===== src/scr_params.svh =====
`ifndef SCR_PARAMS_SVH
`define SCR_PARAMS_SVH

// register byte offsets on the serial configuration port
`define SCR_OFF_CONFIG 15'h0000
`define SCR_OFF_CLASS 15'h0003
`define SCR_OFF_PART_LO 15'h0004
`define SCR_OFF_PART_HI 15'h0005
`define SCR_OFF_REV 15'h0006
`define SCR_OFF_MAKER_LO 15'h000C
`define SCR_OFF_MAKER_HI 15'h000D
`define SCR_OFF_USER 15'h0010
`define SCR_OFF_CLKA 15'h0029
`define SCR_OFF_CLKB 15'h002A
`define SCR_OFF_POS0 15'h002C
`define SCR_OFF_POS1 15'h002D
`define SCR_OFF_POS2 15'h002E
`define SCR_OFF_SCALEA_LO 15'h0030
`define SCR_OFF_SCALEA_HI 15'h0031
`define SCR_OFF_SCALEB_LO 15'h0032
`define SCR_OFF_SCALEB_HI 15'h0033
`define SCR_OFF_REFBYP 15'h0038
`define SCR_OFF_TSTAMP 15'h003B

// field positions
`define SCR_DIR_BIT 5
`define SCR_SDO_ACT_BIT 4
`define SCR_HOLD_BIT 0
`define SCR_PROC_EN_BIT 6
`define SCR_RECV_EN_BIT 5
`define SCR_ZOOM_BIT 4

// reset values, and the value read from reserved holes
`define SCR_DIR_RST 1'b1
`define SCR_USER_RST 8'h00
`define SCR_CLKA_RST 8'h00
`define SCR_CLKB_RST 8'h20
`define SCR_SCALE_RST 16'hA000
`define SCR_REFBYP_RST 8'h00
`define SCR_TSTAMP_RST 8'h00
`define SCR_RSVD_READ 8'h00

// frame layout: one direction bit, fifteen address bits, then bytes
`define SCR_HDR_LAST 5'd15
`define SCR_BYTE_LAST 5'd7

`endif


===== src/scr_pkg.sv =====
package scr_pkg;

    typedef enum logic [1:0] {
        SCR_IDLE = 2'b00,
        SCR_HEADER = 2'b01,
        SCR_DATA = 2'b10
    } scr_state_type;

    // writable configuration, also presented to the converter
    typedef struct packed {
        logic addrDir;
        logic [7:0] userCfg;
        logic [7:0] clkCtrlA;
        logic [7:0] clkCtrlB;
        logic [15:0] scaleA;
        logic [15:0] scaleB;
        logic [7:0] refBypass;
        logic [7:0] tstampCtrl;
    } scr_regs_type;

    // decoded alignment fields of clocking control a
    typedef struct packed {
        logic procEnable;
        logic recvEnable;
        logic zoom;
        logic [3:0] delaySelect;
    } scr_clk_fields_type;

endpackage


===== src/scr_register_bank.sv =====
`timescale 1ns/1ps
`include "scr_params.svh"

module scr_register_bank
    import scr_pkg::*;
#(
    parameter logic [3:0] CLASS_CODE = 4'h9,      // arbitrary value
    parameter logic [15:0] PART_CODE = 16'h0C35,  // arbitrary value
    parameter logic [7:0] REVISION_CODE = 8'h02,  // arbitrary value
    parameter logic [15:0] MAKER_CODE = 16'h5AA5  // arbitrary value
) (
    input wire logic clk,
    input wire logic rst_n,
    input wire logic sclk,
    input wire logic csN,
    input wire logic sdi,
    output logic sdo,
    output logic sdoOe,
    input wire logic [23:0] alignEdgePosition,
    output scr_regs_type cfgOut,
    output scr_clk_fields_type clkFields
);

    ////////////////////////////////////////////////////////////////////////////
    // reset release through two flops

    logic [1:0] rstSync_reg;
    logic rstN;

    always_ff @(posedge clk or negedge rst_n) begin
        if (!rst_n) begin
            rstSync_reg <= 2'b00;
        end else begin
            rstSync_reg <= {rstSync_reg[0], 1'b1};
        end
    end

    assign rstN = rstSync_reg[1];

    ////////////////////////////////////////////////////////////////////////////
    // read decode

    // reserved holes answer zero; their content is undefined to software
    function automatic logic [7:0] readByte(
        input logic [14:0] a,
        input scr_regs_type r,
        input logic [23:0] pos
    );
        logic [7:0] cfgByte;
        cfgByte = 8'h00;
        cfgByte[`SCR_DIR_BIT] = r.addrDir;
        cfgByte[`SCR_SDO_ACT_BIT] = 1'b1; // four-wire only
        case (a)
            `SCR_OFF_CONFIG: readByte = cfgByte;
            `SCR_OFF_CLASS: readByte = {4'h0, CLASS_CODE};
            `SCR_OFF_PART_LO: readByte = PART_CODE[7:0];
            `SCR_OFF_PART_HI: readByte = PART_CODE[15:8];
            `SCR_OFF_REV: readByte = REVISION_CODE;
            `SCR_OFF_MAKER_LO: readByte = MAKER_CODE[7:0];
            `SCR_OFF_MAKER_HI: readByte = MAKER_CODE[15:8];
            `SCR_OFF_USER: readByte = r.userCfg;
            `SCR_OFF_CLKA: readByte = r.clkCtrlA;
            `SCR_OFF_CLKB: readByte = r.clkCtrlB;
            `SCR_OFF_POS0: readByte = pos[7:0];
            `SCR_OFF_POS1: readByte = pos[15:8];
            `SCR_OFF_POS2: readByte = pos[23:16];
            `SCR_OFF_SCALEA_LO: readByte = r.scaleA[7:0];
            `SCR_OFF_SCALEA_HI: readByte = r.scaleA[15:8];
            `SCR_OFF_SCALEB_LO: readByte = r.scaleB[7:0];
            `SCR_OFF_SCALEB_HI: readByte = r.scaleB[15:8];
            `SCR_OFF_REFBYP: readByte = r.refBypass;
            `SCR_OFF_TSTAMP: readByte = r.tstampCtrl;
            default: readByte = `SCR_RSVD_READ;
        endcase
    endfunction

    ////////////////////////////////////////////////////////////////////////////
    // serial frame engine

    scr_state_type state_reg, state_next;
    logic [4:0] bitCnt_reg, bitCnt_next;
    logic [15:0] shiftIn_reg, shiftIn_next;
    logic [7:0] shiftOut_reg, shiftOut_next;
    logic [14:0] addr_reg, addr_next;
    logic rdMode_reg, rdMode_next;
    logic sdo_reg, sdo_next;
    logic sclkPrev_reg;
    scr_regs_type regs_reg, regs_next;

    logic sclkRise;
    logic sclkFall;
    logic [15:0] inWord;
    logic [14:0] stepAddr;
    logic loadEn;
    logic [14:0] loadAddr;
    logic wrEn;
    logic byteEnd;

    assign sclkRise = sclk & ~sclkPrev_reg;
    assign sclkFall = ~sclk & sclkPrev_reg;
    assign inWord = {shiftIn_reg[14:0], sdi};

    // address for the next byte of a stream
    always_comb begin
        if (regs_reg.userCfg[`SCR_HOLD_BIT]) begin
            stepAddr = addr_reg;
        end else if (regs_reg.addrDir) begin
            stepAddr = addr_reg + 15'h0001;
        end else begin
            stepAddr = addr_reg - 15'h0001;
        end
    end

    // bit and byte sequencing; data is sampled on the rising serial edge
    always_comb begin
        state_next = state_reg;
        bitCnt_next = bitCnt_reg;
        shiftIn_next = shiftIn_reg;
        addr_next = addr_reg;
        rdMode_next = rdMode_reg;
        loadEn = 1'b0;
        loadAddr = addr_reg;
        wrEn = 1'b0;
        byteEnd = 1'b0;
        if (csN) begin
            state_next = SCR_IDLE;
            bitCnt_next = 5'd0;
        end else begin
            case (state_reg)
                SCR_IDLE, SCR_HEADER: begin
                    state_next = SCR_HEADER;
                    if (sclkRise) begin
                        shiftIn_next = inWord;
                        bitCnt_next = bitCnt_reg + 5'd1;
                        if (bitCnt_reg == `SCR_HDR_LAST) begin
                            state_next = SCR_DATA;
                            bitCnt_next = 5'd0;
                            rdMode_next = inWord[15];
                            addr_next = inWord[14:0];
                            loadEn = 1'b1;
                            loadAddr = inWord[14:0];
                        end
                    end
                end
                SCR_DATA: begin
                    if (sclkRise) begin
                        shiftIn_next = inWord;
                        bitCnt_next = bitCnt_reg + 5'd1;
                        if (bitCnt_reg == `SCR_BYTE_LAST) begin
                            byteEnd = 1'b1;
                            bitCnt_next = 5'd0;
                            wrEn = ~rdMode_reg;
                            addr_next = stepAddr;
                            loadEn = rdMode_reg;
                            loadAddr = stepAddr;
                        end
                    end
                end
                default: begin
                    state_next = SCR_IDLE;
                    bitCnt_next = 5'd0;
                end
            endcase
        end
    end

    // read data leaves msb first, changing on the falling serial edge
    always_comb begin
        shiftOut_next = shiftOut_reg;
        sdo_next = sdo_reg;
        if (loadEn) begin
            shiftOut_next = readByte(loadAddr, regs_reg, alignEdgePosition);
        end else if (sclkFall) begin
            sdo_next = shiftOut_reg[7];
            shiftOut_next = {shiftOut_reg[6:0], 1'b0};
        end
    end

    always_ff @(posedge clk or negedge rstN) begin
        if (!rstN) begin
            state_reg <= SCR_IDLE;
            bitCnt_reg <= 5'd0;
            shiftIn_reg <= 16'h0000;
            shiftOut_reg <= 8'h00;
            addr_reg <= 15'h0000;
            rdMode_reg <= 1'b0;
            sdo_reg <= 1'b0;
            sclkPrev_reg <= 1'b0;
        end else begin
            state_reg <= state_next;
            bitCnt_reg <= bitCnt_next;
            shiftIn_reg <= shiftIn_next;
            shiftOut_reg <= shiftOut_next;
            addr_reg <= addr_next;
            rdMode_reg <= rdMode_next;
            sdo_reg <= sdo_next;
            sclkPrev_reg <= sclk;
        end
    end

    ////////////////////////////////////////////////////////////////////////////
    // register writes

    // identification, position and reserved addresses have no storage
    always_comb begin
        regs_next = regs_reg;
        if (wrEn) begin
            case (addr_reg)
                `SCR_OFF_CONFIG: regs_next.addrDir = inWord[`SCR_DIR_BIT];
                `SCR_OFF_USER: regs_next.userCfg = inWord[7:0];
                `SCR_OFF_CLKA: regs_next.clkCtrlA = inWord[7:0];
                `SCR_OFF_CLKB: regs_next.clkCtrlB = inWord[7:0];
                `SCR_OFF_SCALEA_LO: regs_next.scaleA[7:0] = inWord[7:0];
                `SCR_OFF_SCALEA_HI: regs_next.scaleA[15:8] = inWord[7:0];
                `SCR_OFF_SCALEB_LO: regs_next.scaleB[7:0] = inWord[7:0];
                `SCR_OFF_SCALEB_HI: regs_next.scaleB[15:8] = inWord[7:0];
                `SCR_OFF_REFBYP: regs_next.refBypass = inWord[7:0];
                `SCR_OFF_TSTAMP: regs_next.tstampCtrl = inWord[7:0];
                default: regs_next = regs_reg;
            endcase
        end
    end

    always_ff @(posedge clk or negedge rstN) begin
        if (!rstN) begin
            regs_reg.addrDir <= `SCR_DIR_RST;
            regs_reg.userCfg <= `SCR_USER_RST;
            regs_reg.clkCtrlA <= `SCR_CLKA_RST;
            regs_reg.clkCtrlB <= `SCR_CLKB_RST;
            regs_reg.scaleA <= `SCR_SCALE_RST;
            regs_reg.scaleB <= `SCR_SCALE_RST;
            regs_reg.refBypass <= `SCR_REFBYP_RST;
            regs_reg.tstampCtrl <= `SCR_TSTAMP_RST;
        end else begin
            regs_reg <= regs_next;
        end
    end

    ////////////////////////////////////////////////////////////////////////////
    // outputs

    // pin stays driven only while a read stream is under way
    assign sdo = sdo_reg;
    assign sdoOe = (state_reg == SCR_DATA) & rdMode_reg & ~csN;
    assign cfgOut = regs_reg;
    assign clkFields.procEnable = regs_reg.clkCtrlA[`SCR_PROC_EN_BIT];
    assign clkFields.recvEnable = regs_reg.clkCtrlA[`SCR_RECV_EN_BIT];
    assign clkFields.zoom = regs_reg.clkCtrlA[`SCR_ZOOM_BIT];
    assign clkFields.delaySelect = regs_reg.clkCtrlA[3:0];
endmodule


===== config.mk =====
export PLATFORM = sky130hd
export DESIGN_NAME = scr_register_bank
export DESIGN_NICKNAME = d
export VERILOG_FILES = /design/src/scr_pkg.sv /design/src/scr_register_bank.sv
export VERILOG_INCLUDE_DIRS = /design/src
export SDC_FILE = /design/constraint.sdc
export NUM_CORES = 1
export LEC_CHECK = 0
export ABC_AREA = 1
export BUFFER_PORTS_ARGS = -buffer_cell sky130_fd_sc_hd__buf_2
export CORE_ASPECT_RATIO = 2
export CORE_UTILIZATION = 45
export CTS_CLUSTER_SIZE = 30
export DETAILED_ROUTE_END_ITERATION = 8
export PLACE_DENSITY = 0.69
export SETUP_SLACK_MARGIN = 0.15
export SLEW_MARGIN = 40
export SYNTH_ARGS = -nofsm -noshare
export SYNTH_HDL_FRONTEND = slang
export SYNTH_SLANG_ARGS = --single-unit

===== constraint.sdc =====
create_clock -name clk -period 9.9 [get_ports clk]
set_clock_uncertainty 0.2 [all_clocks]
set_input_delay 1.485 -clock clk [delete_from_list [all_inputs] [get_ports clk]]
set_output_delay 1.485 -clock clk [all_outputs]
set_load 0.05 [all_outputs]

==> results by group <==
Placement
  • Final HPWL DP: 19.3 mm
  • I/O Buffers: 110
  • GP Congestion: 0.941

Worst setup path
  • Most used cell along the critical path: nand2_1
  • Max stage delay on crit path: 0.62 ns
  • CP arrival: 4.80 ns
  • Critical Path Source Type: register
  • CP Capture Type: register
  • Master of the slowest instance on the critical path: fa_1
  • WS Path Type: reg2reg
  • Worst EP required: 10.06 ns
  • Critical Path Fanout Max: 65

Logic synthesis
  • Post-synth ARST share: 1.00
  • YS warnings: 0
  • Yosys top cell area share: 0.384
  • Most frequent cells after synthesis: nand2_1, dfrtp_1, nand3_1
  • Post-synth EDFFs: 0
  • Register area share after synthesis: 0.405
  • Syn_nets: 1,118
  • Synth Cell Area: 7620 µm²
  • Predominant post-synthesis flop cell: dfrtp_1
  • Synth cell types: 44
  • Synth Area per Inst: 7.11 µm²
  • Ranking of synthesized cells by area: dfrtp_1, nand2_1, nand3_1
  • Most frequent cell after synthesis: nand2_1
  • Cell count after synthesis: 1,072
  • Area leader, netlist: dfrtp_1
  • FF+latch count, synth: 123

Timing
  • Final period utilization: 0.469
  • Relative slew slack: 0.526
  • RSZ-0062 raised after global routing: no
  • Final setup viols: 0
  • Final Hold Vio Count: 0
  • Setup TNS: 0 ns
  • F_max: 215 MHz
  • Slew at the pin with the worst max-slew slack: 0.708 ns
  • Crit path time final: 4.64 ns
  • Max-slew violations: 0

Drt
  • Vias per Instance: 5.49
  • Remaining DRCs: 0
  • Pre-antenna DRT Iters: 7
  • Total wire length: 25.5 mm
  • WL/cell: 18.4 µm
  • Starting DRC count in detailed routing: 479
  • ANT nets after route: 0
  • Total number of vias: 7,632

Cells and area
  • Nets: 1,216
  • Largest register FFs: 73
  • Area grow syn2layout: 17.0%
  • Register area: 3090 µm²
  • Share of layout cells above drive strength 1: 0.178
  • Antenna fix cells: 0
  • Footprint of the multi-input gates: 3890 µm²
  • Fill cells: 1,664
  • Post-layout util: 0.534

Floorplanning
  • Die W: 94 µm
  • Die H: 186 µm
  • Initial cell density of the core: 0.457
  • Core Area: 16,700 µm²
  • Io pins: 111
  • Cell Rows: 67
  • Full die area: 17,500 µm²

Clock network
  • CTS Buffer Depth: 2
  • Worst skew pair latency: 0.42 ns
  • Post-cts hold buffer count: 0
  • Post-cts resize count: 0
  • Total CTS buffers: 17
  • Clk root buf: clkbuf_16
  • Worst-path clk slew: 0.06 ns
  • CTS tree: done
  • Post-CTS setup buffer count: 0
  • Num Clock Sinks: 123
  • H-Tree Depth: 4

Global route
  • Total global-route track usage: 0.304
  • First-pass GRT wire length: 39.2 mm
  • Initial antenna violation count: 0
  • Grt ovf: 0
  • Largest net degree at the start of global routing: 66
  • Vias in the first global route: 7,354

Run
  • Max-cap viol count: 0

Power and ir drop
  • Flop pwr share: 0.426
  • Power Internal: 946 µW
  • Combinational Power Share: 0.057
  • Leakage: 4.78 nW
  • VDD IR max: 139 µV
  • Switching power: 311 µW
  • Power density over the cells: 141 nW/µm²
  • Clock share of power: 0.517
  • Switching share of power: 0.247

Outcome
  • Run status: complete, no violations

Hold path
  • HP Class: reg2async
-- logic make-up (layout without fill, tap and decap cells) --
family,Yosys count,after routing,synth area share
buffers and inverters,155,266,0.0852
adders and majority gates,17,17,0.0289
muxes,1,1,0.00148
other,1,1,0.000492
and+or+nand+nor,639,639,0.384
AOI/OAI and AO/OA,136,136,0.0946
DFF,123,123,0.405
-- metal layers --
| layer | routed length (µm) | share of wire | global-route usage | vias up |
|---|---|---|---|---|
| met5 | 0 | 0 | 0 | - |
| met4 | 1890 | 0.074 | 0.231 | 0 |
| met3 | 1140 | 0.045 | 0.0404 | 88 |
| met2 | 13600 | 0.53 | 0.549 | 274 |
| met1 | 8870 | 0.35 | 0.311 | 3575 |
| li1 | - | - | - | 3695 |
-- area by class of cell --
class | instances | area share
Multi-Input combinational cell | 794 | 0.437
Sequential cell | 123 | 0.347
Timing Repair Buffer | 117 | 0.0695
Clock buffer | 20 | 0.0512
Inverter | 117 | 0.0493
Tap cell | 207 | 0.0291
Clock inverter | 12 | 0.0178
-- per-stage QoR --
stage / total power, mW / std cells / hold slack, ns / cell area [µm²] / worst slack, ns
2_1_floorplan: 0.574 / 1072 / 0.131 / 7620 / 6.03
3_3_place_gp: 0.613 / 1357 / 0.139 / 8280 / 5.27
3_5_place_dp: 0.614 / 1357 / 0.143 / 8280 / 5.28
4_1_cts: 1.26 / 1389 / 0.156 / 8890 / 5.26
5_1_grt: 1.29 / 1390 / 0.101 / 8910 / 4.85
6_report: 1.26 / 1390 / 0.0615 / 8910 / 5.26
-- cells in the final DEF, fill, tap and decap left out, types with 2 or more instances in the layout --
master,n
a22oi_1,5
nor2_8,4
buf_4,5
nand2_1,351
clkinv_2,2
nor2_4,6
buf_2,110
dfrtp_1,116
or2_2,2
o21ai_1,8
nand4_1,46
nor2_1,62
nor4_1,6
clkbuf_8,2
ha_1,16
bufinv_16,3
nor3_1,10
nor2_2,17
inv_6,4
a21oi_1,18
a31oi_1,2
o21ai_0,94
nand2_4,3
dfstp_2,6
clkinvlp_4,2
inv_2,10
inv_1,106
nand2_2,9
clkbuf_16,17
nand3_1,115
nand3b_1,3
a21boi_1,2
-- critical path, delay by kind of cell, from the launching register on --
family	cells	cell delay (ns)
buffers and inverters	4	1.17
AOI/OAI and AO/OA	1	0.09
adders and majority gates	1	0.62
and+or+nand+nor	19	1.86
DFF	1	0.60
-- final timing paths --
path	startpoint	to	cells past startpoint	slack [ns]
max	cfgOut[72]	shiftOut_reg[4]	25	5.26
min	rstSync_reg[1]	cfgOut[22]	0	0.06
max reg2reg	cfgOut[72]	shiftOut_reg[4]	25	5.26
min reg2reg	rstSync_reg[1]	cfgOut[22]	0	0.06
max in group asynchronous	rstSync_reg[1]	addr_reg[5]	1	8.51
min in group clk	rstSync_reg[0]	rstSync_reg[1]	0	0.15
-- power groups by stage --
stage | sequential [mW] | combinational (mW) | clock [mW]
after floorplan | 0.543 | 0.0308 | 0
after global placement | 0.545 | 0.0673 | 0
after detailed placement | 0.546 | 0.0679 | 0
after CTS | 0.537 | 0.0680 | 0.658
after global routing | 0.537 | 0.0782 | 0.674
final | 0.535 | 0.0717 | 0.650
Power figures use the tool's default switching activity.
